`src/cbt_defines.svh`:
```
// Register offsets, field positions, reset values and bit counts
`ifndef CBT_DEFINES_SVH
`define CBT_DEFINES_SVH

`define CBT_OFS_CTL0 6'h00
`define CBT_OFS_CTL1 6'h01
`define CBT_OFS_BT0 6'h02
`define CBT_OFS_BT1 6'h03
`define CBT_OFS_TXFLG 6'h04
`define CBT_OFS_TBSEL 6'h05
`define CBT_WIN_PAGE 2'h1
`define CBT_WIN_LOCAL_PRIORITY 4'hd
`define CBT_WIN_TSH 4'he
`define CBT_WIN_TSL 4'hf

`define CBT_MSG_BYTES 4'hd
`define CBT_LEN_IDX 4'hc
`define CBT_ID_BYTES 4'h4
`define CBT_MAX_DATA 4'h8
`define CBT_MEM_DEPTH 48

`define CBT_BT0_JW_MSB 7
`define CBT_BT0_JW_LSB 6
`define CBT_BT0_PRE_MSB 5
`define CBT_BT1_SAMP3 7
`define CBT_BT1_TS2_MSB 6
`define CBT_BT1_TS2_LSB 4
`define CBT_BT1_TS1_MSB 3

`define CBT_RST_BT0 8'h00
`define CBT_RST_BT1 8'h00
`define CBT_RST_INIT_REQ 1'b1
`define CBT_RST_EMPTY 3'h7

`define CBT_IDLE_BITS 4'hb
`define CBT_EOF_BITS 4'ha

`endif

```
`src/cbt_pkg.sv`:
```
// Types shared by the bit timing and transmit buffer block
package cbt_pkg;
    typedef enum logic [2:0] {
        ST_IDLE = 3'h1,
        ST_SEND = 3'h2,
        ST_EOF = 3'h4
    } cbt_state_e;
    typedef logic [7:0] cbt_byte_t;
endpackage

```
`src/cbt_mem_if.sv`:
```
// Link between the controller and its message memory
`timescale 1ns/100ps
interface cbt_mem_if;
    logic wr_en;
    logic [5:0] wr_addr;
    cbt_pkg::cbt_byte_t wr_data;
    logic cpu_rd;
    logic cpu_win;
    logic [5:0] cpu_addr;
    cbt_pkg::cbt_byte_t alt_data;
    cbt_pkg::cbt_byte_t cpu_rdata;
    logic [5:0] tx_addr;
    cbt_pkg::cbt_byte_t tx_rdata;
    modport ctl (
        output wr_en, wr_addr, wr_data, cpu_rd, cpu_win, cpu_addr,
        output alt_data, tx_addr,
        input cpu_rdata, tx_rdata
    );
    modport mem (
        input wr_en, wr_addr, wr_data, cpu_rd, cpu_win, cpu_addr,
        input alt_data, tx_addr,
        output cpu_rdata, tx_rdata
    );
endinterface

```
`src/cbt_top.sv`:
```
// CAN bit timing engine, triple transmit buffer and frame sender
// Notes on behaviour
// - Timing register 0 writable only in init
// - Jump width code n means n+1 quanta
// - Prescaler field divides clock into quanta
// - Three independent transmit buffers
// - Each buffer holds 13 message bytes
// - Each buffer has writable 8-bit priority
// - Each buffer has two time stamp bytes
// - Empty flag set when buffer is free
// - Only selected buffer appears in window
// - Highest priority ready buffer sent first
// - Back-to-back frames; release only on success
// - Edges in sync segment need no correction
// - New bit driven at transmit point
// - Sample point; third sample with triple
// - Segments and jump width from timing registers
// - Sequencer held idle, bus recessive in init
// - Acknowledge set only once idle reached
`timescale 1ns/100ps
`include "cbt_defines.svh"
module cbt_top (
    input wire logic ref_clk_in,
    input wire logic rstn_in,
    input wire logic [5:0] addr_in,
    input wire logic [7:0] wdata_in,
    input wire logic wr_in,
    input wire logic rd_in,
    output logic [7:0] rdata_out,
    input wire logic can_rx_in,
    output logic can_tx_out,
    output logic init_ack_out
);
    cbt_mem_if mem_bus ();

    cbt_pkg::cbt_state_e state_reg;
    logic init_req_reg;
    logic init_ack_reg;
    cbt_pkg::cbt_byte_t bt0_reg;
    cbt_pkg::cbt_byte_t bt1_reg;
    logic [2:0] empty_reg;
    logic [2:0] sel_reg;
    cbt_pkg::cbt_byte_t local_priority_reg [0:2];
    logic [15:0] ts_reg [0:2];
    logic [15:0] ts_cnt_reg;
    logic rx_meta_reg;
    logic rx_sync_reg;
    logic rx_prev_reg;
    logic [5:0] presc_reg;
    logic [5:0] pos_reg;
    logic [2:0] ext_reg;
    logic [2:0] shr_reg;
    logic synced_reg;
    logic restart_reg;
    logic [1:0] samp_sh_reg;
    logic tx_reg;
    logic [1:0] cur_buf_reg;
    logic [3:0] byte_cnt_reg;
    logic [2:0] bit_cnt_reg;
    cbt_pkg::cbt_byte_t shift_reg;
    logic [3:0] len_reg;
    logic [3:0] eof_cnt_reg;
    logic [3:0] idle_cnt_reg;

    logic run;
    logic in_init;
    logic win_hit;
    logic [3:0] win_idx;
    logic sel_ok;
    logic [1:0] sel_idx;
    logic win_wr;
    logic [2:0] sel_mask;
    logic [2:0] sel_next;
    logic [2:0] jump_len;
    logic [5:0] tseg1_end;
    logic [5:0] bit_last;
    logic [5:0] remain;
    logic fall;
    logic edge_ok;
    logic bus_idle;
    logic hard_sync;
    logic tq_tick;
    logic bit_end;
    logic sample;
    logic rx_val;
    logic [1:0] best_idx;
    logic any_ready;
    logic can_start;
    logic frame_done;
    logic done;
    logic [3:0] load_idx;
    cbt_pkg::cbt_byte_t rdat;

    assign run = ~init_ack_reg;
    assign in_init = init_req_reg & init_ack_reg;
    assign can_tx_out = tx_reg;
    assign init_ack_out = init_ack_reg;
    assign rdata_out = mem_bus.cpu_rdata;

    // Buffer window decode
    assign win_hit = addr_in[5:4] == `CBT_WIN_PAGE;
    assign win_idx = addr_in[3:0];
    assign sel_ok = |sel_reg;
    assign sel_idx = sel_reg[2] ? 2'd2 : (sel_reg[1] ? 2'd1 : 2'd0);
    // Queued buffers are locked against writes until sent
    assign win_wr = wr_in & win_hit & sel_ok & empty_reg[sel_idx];
    assign sel_mask = wdata_in[2:0] & empty_reg;
    assign sel_next = sel_mask & (~sel_mask + 3'd1);

    assign mem_bus.wr_en = win_wr & (win_idx < `CBT_MSG_BYTES);
    assign mem_bus.wr_addr = {sel_idx, win_idx};
    assign mem_bus.wr_data = wdata_in;
    assign mem_bus.cpu_rd = rd_in;
    assign mem_bus.cpu_win = win_hit & sel_ok & (win_idx < `CBT_MSG_BYTES);
    assign mem_bus.cpu_addr = {sel_idx, win_idx};
    assign mem_bus.alt_data = rdat;
    assign mem_bus.tx_addr = {cur_buf_reg, load_idx};

    always_comb begin
        rdat = 8'h00;
        if (win_hit) begin
            if (sel_ok) begin
                case (win_idx)
                    `CBT_WIN_LOCAL_PRIORITY: rdat = local_priority_reg[sel_idx];
                    `CBT_WIN_TSH: rdat = ts_reg[sel_idx][15:8];
                    `CBT_WIN_TSL: rdat = ts_reg[sel_idx][7:0];
                    default: rdat = 8'h00;
                endcase
            end
        end else begin
            case (addr_in)
                `CBT_OFS_CTL0: rdat = {7'h00, init_req_reg};
                `CBT_OFS_CTL1: rdat = {7'h00, init_ack_reg};
                `CBT_OFS_BT0: rdat = bt0_reg;
                `CBT_OFS_BT1: rdat = bt1_reg;
                `CBT_OFS_TXFLG: rdat = {5'h00, empty_reg};
                `CBT_OFS_TBSEL: rdat = {5'h00, sel_reg};
                default: rdat = 8'h00;
            endcase
        end
    end

    always_ff @(posedge ref_clk_in or negedge rstn_in) begin
        if (!rstn_in) begin
            init_req_reg <= `CBT_RST_INIT_REQ;
        end else if (wr_in && addr_in == `CBT_OFS_CTL0) begin
            init_req_reg <= wdata_in[0];
        end
    end

    // Never acknowledge mid-frame: wait for the sequencer to idle
    always_ff @(posedge ref_clk_in or negedge rstn_in) begin
        if (!rstn_in) begin
            init_ack_reg <= 1'b0;
        end else if (!init_req_reg) begin
            init_ack_reg <= 1'b0;
        end else if (state_reg == cbt_pkg::ST_IDLE) begin
            init_ack_reg <= 1'b1;
        end
    end

    always_ff @(posedge ref_clk_in or negedge rstn_in) begin
        if (!rstn_in) begin
            bt0_reg <= `CBT_RST_BT0;
            bt1_reg <= `CBT_RST_BT1;
        end else if (wr_in && in_init) begin
            if (addr_in == `CBT_OFS_BT0) begin
                bt0_reg <= wdata_in;
            end
            if (addr_in == `CBT_OFS_BT1) begin
                bt1_reg <= wdata_in;
            end
        end
    end

    // Hardware set wins over a software clear in the same cycle
    always_ff @(posedge ref_clk_in or negedge rstn_in) begin
        if (!rstn_in) begin
            empty_reg <= `CBT_RST_EMPTY;
        end else begin
            empty_reg <= (empty_reg
                & ~((wr_in && addr_in == `CBT_OFS_TXFLG) ? wdata_in[2:0]
                                                          : 3'h0))
                | (done ? (3'h1 << cur_buf_reg) : 3'h0);
        end
    end

    always_ff @(posedge ref_clk_in or negedge rstn_in) begin
        if (!rstn_in) begin
            sel_reg <= 3'h0;
        end else if (wr_in && addr_in == `CBT_OFS_TBSEL) begin
            sel_reg <= sel_next;
        end
    end

    // Per-buffer priority and time stamp
    always_ff @(posedge ref_clk_in or negedge rstn_in) begin
        if (!rstn_in) begin
            for (int i = 0; i < 3; i++) begin
                local_priority_reg[i] <= 8'h00;
                ts_reg[i] <= 16'h0000;
            end
        end else begin
            for (int i = 0; i < 3; i++) begin
                if (win_wr && win_idx == `CBT_WIN_LOCAL_PRIORITY && sel_idx == 2'(i)) begin
                    local_priority_reg[i] <= wdata_in;
                end
                if (done && cur_buf_reg == 2'(i)) begin
                    ts_reg[i] <= ts_cnt_reg;
                end
            end
        end
    end

    always_ff @(posedge ref_clk_in or negedge rstn_in) begin
        if (!rstn_in) begin
            ts_cnt_reg <= 16'h0000;
        end else if (bit_end) begin
            ts_cnt_reg <= ts_cnt_reg + 16'h0001;
        end
    end

    always_ff @(posedge ref_clk_in or negedge rstn_in) begin
        if (!rstn_in) begin
            rx_meta_reg <= 1'b1;
            rx_sync_reg <= 1'b1;
            rx_prev_reg <= 1'b1;
        end else begin
            rx_meta_reg <= can_rx_in;
            rx_sync_reg <= rx_meta_reg;
            rx_prev_reg <= rx_sync_reg;
        end
    end

    // Bit timing geometry in quanta
    assign jump_len = {1'b0, bt0_reg[`CBT_BT0_JW_MSB:`CBT_BT0_JW_LSB]}
        + 3'd1;
    assign tseg1_end = {2'b00, bt1_reg[`CBT_BT1_TS1_MSB:0]} + 6'd1
        + {3'b000, ext_reg};
    assign bit_last = tseg1_end
        + {3'b000, bt1_reg[`CBT_BT1_TS2_MSB:`CBT_BT1_TS2_LSB]} + 6'd1
        - {3'b000, shr_reg};
    assign remain = bit_last - pos_reg + 6'd1;
    assign tq_tick = run && presc_reg == bt0_reg[`CBT_BT0_PRE_MSB:0];
    assign bit_end = tq_tick & (pos_reg == bit_last | restart_reg);
    assign sample = tq_tick & pos_reg == tseg1_end & ~restart_reg;
    assign fall = rx_prev_reg & ~rx_sync_reg;
    // A node driving dominant does not resync on its own edge
    assign edge_ok = run & fall & ~synced_reg
        & ~(state_reg == cbt_pkg::ST_SEND & ~tx_reg);
    assign bus_idle = idle_cnt_reg == `CBT_IDLE_BITS;
    assign hard_sync = edge_ok & bus_idle & (state_reg == cbt_pkg::ST_IDLE);

    always_ff @(posedge ref_clk_in or negedge rstn_in) begin
        if (!rstn_in) begin
            presc_reg <= 6'h00;
        end else if (!run || hard_sync || tq_tick) begin
            presc_reg <= 6'h00;
        end else begin
            presc_reg <= presc_reg + 6'h01;
        end
    end

    always_ff @(posedge ref_clk_in or negedge rstn_in) begin
        if (!rstn_in) begin
            pos_reg <= 6'h00;
        end else if (!run || hard_sync || bit_end) begin
            pos_reg <= 6'h00;
        end else if (tq_tick) begin
            pos_reg <= pos_reg + 6'h01;
        end
    end

    // Resync: late edge stretches segment 1, early edge trims segment 2
    always_ff @(posedge ref_clk_in or negedge rstn_in) begin
        if (!rstn_in) begin
            ext_reg <= 3'h0;
            shr_reg <= 3'h0;
            restart_reg <= 1'b0;
            synced_reg <= 1'b0;
        end else if (!run || hard_sync || bit_end) begin
            ext_reg <= 3'h0;
            shr_reg <= 3'h0;
            restart_reg <= 1'b0;
            synced_reg <= hard_sync;
        end else if (edge_ok && pos_reg != 6'h00) begin
            synced_reg <= 1'b1;
            if (pos_reg <= tseg1_end) begin
                ext_reg <= (pos_reg <= {3'b000, jump_len}) ? pos_reg[2:0]
                                                          : jump_len;
            end else if (remain <= {3'b000, jump_len}) begin
                restart_reg <= 1'b1;
            end else begin
                shr_reg <= jump_len;
            end
        end
    end

    always_ff @(posedge ref_clk_in or negedge rstn_in) begin
        if (!rstn_in) begin
            samp_sh_reg <= 2'h3;
        end else if (tq_tick) begin
            samp_sh_reg <= {samp_sh_reg[0], rx_sync_reg};
        end
    end

    // Majority of the last three quanta, third one at the sample point
    assign rx_val = bt1_reg[`CBT_BT1_SAMP3]
        ? ((samp_sh_reg[1] & samp_sh_reg[0])
           | (samp_sh_reg[1] & rx_sync_reg)
           | (samp_sh_reg[0] & rx_sync_reg))
        : rx_sync_reg;

    // Lowest value wins; ties go to the lowest buffer
    always_comb begin
        best_idx = 2'd0;
        any_ready = 1'b0;
        for (int i = 0; i < 3; i++) begin
            if (!empty_reg[i]
                && (!any_ready || local_priority_reg[i] < local_priority_reg[best_idx])) begin
                best_idx = 2'(i);
                any_ready = 1'b1;
            end
        end
    end

    assign can_start = any_ready & ~init_req_reg;
    assign load_idx = (byte_cnt_reg < `CBT_ID_BYTES) ? byte_cnt_reg
        : ((byte_cnt_reg == `CBT_ID_BYTES) ? `CBT_LEN_IDX
                                           : byte_cnt_reg - 4'h1);
    assign frame_done = byte_cnt_reg > `CBT_ID_BYTES
        && byte_cnt_reg == `CBT_ID_BYTES + 4'h1 + len_reg;
    assign done = state_reg == cbt_pkg::ST_SEND && bit_end
        && bit_cnt_reg == 3'h0 && frame_done;

    // Frame sequencer, held in ST_IDLE with the bus recessive in init mode
    always_ff @(posedge ref_clk_in or negedge rstn_in) begin
        if (!rstn_in) begin
            state_reg <= cbt_pkg::ST_IDLE;
            tx_reg <= 1'b1;
            cur_buf_reg <= 2'd0;
            byte_cnt_reg <= 4'h0;
            bit_cnt_reg <= 3'h0;
            shift_reg <= 8'h00;
            len_reg <= 4'h0;
            eof_cnt_reg <= 4'h0;
            idle_cnt_reg <= 4'h0;
        end else if (!run) begin
            state_reg <= cbt_pkg::ST_IDLE;
            tx_reg <= 1'b1;
            idle_cnt_reg <= 4'h0;
        end else begin
            unique case (state_reg)
                cbt_pkg::ST_IDLE: begin
                    if (sample) begin
                        idle_cnt_reg <= !rx_val ? 4'h0
                            : (bus_idle ? idle_cnt_reg
                                        : idle_cnt_reg + 4'h1);
                    end
                    if (bit_end && bus_idle && can_start) begin
                        state_reg <= cbt_pkg::ST_SEND;
                        tx_reg <= 1'b0;
                        cur_buf_reg <= best_idx;
                        byte_cnt_reg <= 4'h0;
                        bit_cnt_reg <= 3'h0;
                    end
                end
                cbt_pkg::ST_SEND: begin
                    if (sample && rx_val != tx_reg) begin
                        // Lost arbitration or bit error: buffer stays queued
                        state_reg <= cbt_pkg::ST_IDLE;
                        tx_reg <= 1'b1;
                        idle_cnt_reg <= 4'h0;
                    end else if (bit_end) begin
                        if (bit_cnt_reg != 3'h0) begin
                            tx_reg <= shift_reg[7];
                            shift_reg <= {shift_reg[6:0], 1'b0};
                            bit_cnt_reg <= bit_cnt_reg - 3'h1;
                        end else if (frame_done) begin
                            state_reg <= cbt_pkg::ST_EOF;
                            tx_reg <= 1'b1;
                            eof_cnt_reg <= 4'h0;
                        end else begin
                            tx_reg <= mem_bus.tx_rdata[7];
                            shift_reg <= {mem_bus.tx_rdata[6:0], 1'b0};
                            bit_cnt_reg <= 3'h7;
                            byte_cnt_reg <= byte_cnt_reg + 4'h1;
                            if (byte_cnt_reg == `CBT_ID_BYTES) begin
                                len_reg <= (mem_bus.tx_rdata[3:0]
                                    > `CBT_MAX_DATA) ? `CBT_MAX_DATA
                                    : mem_bus.tx_rdata[3:0];
                            end
                        end
                    end
                end
                cbt_pkg::ST_EOF: begin
                    if (bit_end) begin
                        if (eof_cnt_reg != `CBT_EOF_BITS - 4'h1) begin
                            eof_cnt_reg <= eof_cnt_reg + 4'h1;
                        end else if (can_start) begin
                            state_reg <= cbt_pkg::ST_SEND;
                            tx_reg <= 1'b0;
                            cur_buf_reg <= best_idx;
                            byte_cnt_reg <= 4'h0;
                            bit_cnt_reg <= 3'h0;
                        end else begin
                            state_reg <= cbt_pkg::ST_IDLE;
                            idle_cnt_reg <= `CBT_IDLE_BITS;
                        end
                    end
                end
            endcase
        end
    end

    cbt_msg_mem u_mem (
        .ref_clk_in(ref_clk_in),
        .rstn_in(rstn_in),
        .bus(mem_bus.mem)
    );
endmodule

```
`src/cbt_msg_mem.sv`:
```
// Message storage for the three transmit buffers
`timescale 1ns/100ps
`include "cbt_defines.svh"
module cbt_msg_mem (
    input wire logic ref_clk_in,
    input wire logic rstn_in,
    cbt_mem_if.mem bus
);
    cbt_pkg::cbt_byte_t mem_array [0:`CBT_MEM_DEPTH-1];

    always_ff @(posedge ref_clk_in) begin
        if (bus.wr_en) begin
            mem_array[bus.wr_addr] <= bus.wr_data;
        end
    end

    // Final read register also carries the non-memory registers,
    // so the bus read data leave a flip-flop directly
    always_ff @(posedge ref_clk_in or negedge rstn_in) begin
        if (!rstn_in) begin
            bus.cpu_rdata <= 8'h00;
        end else if (bus.cpu_rd) begin
            bus.cpu_rdata <= bus.cpu_win ? mem_array[bus.cpu_addr]
                                         : bus.alt_data;
        end
    end

    always_ff @(posedge ref_clk_in or negedge rstn_in) begin
        if (!rstn_in) begin
            bus.tx_rdata <= 8'h00;
        end else begin
            bus.tx_rdata <= mem_array[bus.tx_addr];
        end
    end
endmodule

```
`config.mk`:
```
export PLATFORM = sky130hd
export DESIGN_NAME = cbt_top
export DESIGN_NICKNAME = d
export VERILOG_FILES = /design/src/cbt_pkg.sv /design/src/cbt_mem_if.sv /design/src/cbt_top.sv /design/src/cbt_msg_mem.sv
export VERILOG_INCLUDE_DIRS = /design/src /design/src/src
export SDC_FILE = /design/constraint.sdc
export NUM_CORES = 1
export LEC_CHECK = 0
export ABC_AREA = 0
export BUFFER_PORTS_ARGS = -buffer_cell sky130_fd_sc_hd__buf_2
export CORE_UTILIZATION = 50
export CTS_BUF_LIST = sky130_fd_sc_hd__clkbuf_8
export DETAILED_ROUTE_END_ITERATION = 7
export GPL_ROUTABILITY_DRIVEN = 0
export GPL_TIMING_DRIVEN = 1
export PLACE_DENSITY = 0.65
export REMOVE_ABC_BUFFERS = 1
export SYNTH_ARGS = -nofsm -noshare
export SYNTH_HDL_FRONTEND = slang
export SYNTH_SLANG_ARGS = --single-unit
```
`constraint.sdc`:
```
create_clock -name ref_clk_in -period 4.71 [get_ports ref_clk_in]
set_input_delay 1.413 -clock ref_clk_in [delete_from_list [all_inputs] [get_ports ref_clk_in]]
set_output_delay 1.413 -clock ref_clk_in [all_outputs]
set_load 0.05 [all_outputs]
```
==> qor.csv <==
metric,value,unit
hold_violations,0,
wl,78.4,mm
die_y,242,um
multi_input_area,0.0121,mm^2
clockBufferDepth,3,
rr_endpoint,shr_reg[0]$_DFFE_PN0P_,
start_kind,flip-flop,
critical_path_required,5.26,ns
fin_util,0.570,
max_slew.worst_pin.slew,1.30,ns
startpoint,bt1_reg[0]$_DFFE_PN0P_,
setup_viol,0,
ys_ff_latch,569,
synth_adder_area_share,0.0275,
powerDensity,420,mW/mm^2
rows,87,
fmax,0.218,GHz
largest_reg_flops,384,
cts-root-buf,clkbuf_8,
wl_met2,36.8,mm
antenna_found_initial,5,
met3RoutedLength,6.87,mm
start_util,0.508,
clkTransAtPathRegs,0.06,ns
power_leakage,12.8,nW
die_w,242,um
drive_gt1_frac,0.199,
grt_pass1_vias,20148,
yosysSeqAreaShare,0.564,
cap_violations,0,
fin_crit_sh,0.975,
n_fill_cell,4644,
synthArstFlopShare,0.325,
track_usage,0.271,
top_layer_used,met5,
critical_path.max_fanout,4,
placed_area,0.0303,mm^2
cts_num_sinks,569,
worst_setup_path_end_kind,flip-flop,
clk_latency,0.72,ns
synth_edf_count,384,
cts_buffers,97,
ff_latch_area,0.0162,mm^2
wire_per_inst,23.7,um
r2r_start,bt1_reg[0]$_DFFE_PN0P_,
remaining_drc_errors,0,
coreArea,0.0565,mm^2
synth_area,0.0287,mm^2
rr_worst_depth,21,
clock_skew,0.0511,ns
rsz0062_at_grt,true,
cts_tree,done,
holdPathEnd,rx_sync_reg$_DFF_PN1_,
synth-xor-area-share,0.0134,
slew_headroom,0.128,
syn-instance-count,2332,
syn_to_final_growth,12.3,%
period_needed,4.59,ns
ir_drop,446,uV
muxShareOfSynthArea,0.154,
grt_start_max_net_pins,81,
yosysWarningCount,0,
hold_buffers,0,
setup_tns,0,ns
io_buffer_count,28,
grt_pass1_wl,121,mm
gr-total-overflow,0,
synth_top_family_by_area,multiplexers,
min_delay_path_depth,0,
ant_nets,0,
post_synth.cell_area_avg,12.3,um^2
wl_met1,31.3,mm
ios,29,
crit_arrival,5.14,ns
finalMaxSlewViolations,0,
cts_max_level,3,
synth_compound_area_frac,0.0765,
die-area,0.0583,mm^2
min_from,rx_meta_reg$_DFF_PN1_,
synth_simple_gate_area_frac,0.136,
synth_cell_types,79,
vias_per_cell,6.14,
hpwl,50.7,mm
rrSetupSlack,0.12,ns
synth_flop_cell,edfxtp_1,
nets,2546,
finalInstanceArea,0.0322,mm^2
status,"complete, no violations",
dr.pass1.iters,6,
worstSetupPathType,reg -> reg,
vias,20310,
hp-class,reg -> reg,
drt_iter0_drc,2098,
[metal layers]
metal	GRT usage	vias to the layer above
met3	0.0531	196
met2	0.425	940
li1	-	8971
met5	0	-
met1	0.367	10201
met4	0.121	2
[critical path: stages (launching register included)]
cell,delay [ns]
dfrtp_1,0.35
inv_1,0.07
ha_2,0.19
fa_2,0.39
xor2_2,0.20
fa_1,0.48
inv_1,0.07
ha_4,0.28
o21a_1,0.13
nor2_1,0.05
xnor2_1,0.12
ha_1,0.35
ha_4,0.26
a21o_1,0.18
a21oi_2,0.14
xnor2_1,0.09
or3_4,0.34
a2111oi_4,0.30
buf_4,0.18
nor3b_4,0.05
mux2i_1,0.16
nor2_1,0.06
[metrics by stage]
step / total power (W) / hold slack (ns) / worst slack, ns / cells
after detailed placement: 0.00905 / 0.349 / -0.187 / 3121
after CTS: 0.0134 / 0.363 / 0.0164 / 3301
after floorplan: 0.00794 / 0.345 / -7.35 / 2256
after global routing: 0.0141 / 0.367 / -0.0626 / 3308
after global placement: 0.00894 / 0.351 / -0.126 / 3121
final: 0.0135 / 0.359 / 0.119 / 3308
[cell type report]
cell class / instances / area share
diodes: 4 / 0.000311
clock buffers: 105 / 0.0448
clock inverters: 75 / 0.0122
inverters: 58 / 0.00676
multi-input cells: 1629 / 0.376
flip-flops and latches: 569 / 0.502
well taps: 756 / 0.0294
repair buffers: 112 / 0.0291
[cell families after synthesis]
kind of cell               Yosys count
and+or+nand+nor                    858
DFF                                569
AOI/OAI and AO/OA                  323
muxes                              272
buffers and inverters              205
adders and majority gates           60
xor gates and xnor gates            44
other                                1
[report_power, final]
part / total, W / internal (W) / switching [W]
Combinational: 0.00343 / 0.00139 / 0.00205
Sequential: 0.00586 / 0.00562 / 0.000239
Clock: 0.00424 / 0.00217 / 0.00207
[synthesized netlist by cell type (all sizes together), types with 8 or more instances]
cell type	count	area [um^2]
nand2	448	1680
edfxtp	384	11500
dfrtp	174	4350
nand3	144	721
mux4	128	2880
nor2	102	385
mux2	86	968
a21oi	77	385
clkbuf	76	285
buf	71	323
o21ai	66	330
mux2i	58	581
inv	57	214
ha	55	688
and3	47	294
a311oi	37	324
xnor2	33	289
a31oi	24	150
a211oi	22	175
nor2b	18	113
nor4	18	128
a21o	15	113
nand4	15	100
nor3	14	70.1
nand2b	12	75.1
o211ai	12	90.1
dfstp	11	289
xor2	11	96.3
a22oi	8	73.8
[placed cells by master, fill, tap and decap left out, types with 63 or more instances in the layout]
| cell type | netlist | routed |
|---|---|---|
| nand2_1 | 448 | 447 |
| edfxtp_1 | 384 | 384 |
| dfrtp_1 | 174 | 172 |
| nand3_1 | 144 | 144 |
| mux4_2 | 128 | 128 |
| clkbuf_8 | 0 | 106 |
| nor2_1 | 101 | 101 |
| inv_1 | 57 | 87 |
| mux2_2 | 86 | 86 |
| a21oi_1 | 77 | 76 |
| buf_4 | 1 | 73 |
| conb_1 | 1 | 72 |
| o21ai_0 | 64 | 63 |
[how the worst max path moves through the flow]
stage | cells past startpoint | to
after global placement | 21 | shr_reg[0]$_DFFE_PN0P_
final | 21 | shr_reg[0]$_DFFE_PN0P_
after global routing | 21 | shr_reg[0]$_DFFE_PN0P_
after CTS | 21 | shr_reg[0]$_DFFE_PN0P_
after floorplan | 9 | u_mem.bus.tx_rdata[7]$_DFF_PN0_
after detailed placement | 20 | shr_reg[2]$_DFFE_PN0P_
[what timing repair did]
item | in CTS | in global routing
setup endpoints to repair | 4 | 60
gates resized for setup | 7 | 10
setup buffers | 0 | 3
pin swaps | 1 | 5
Power figures use the tool's default switching activity.
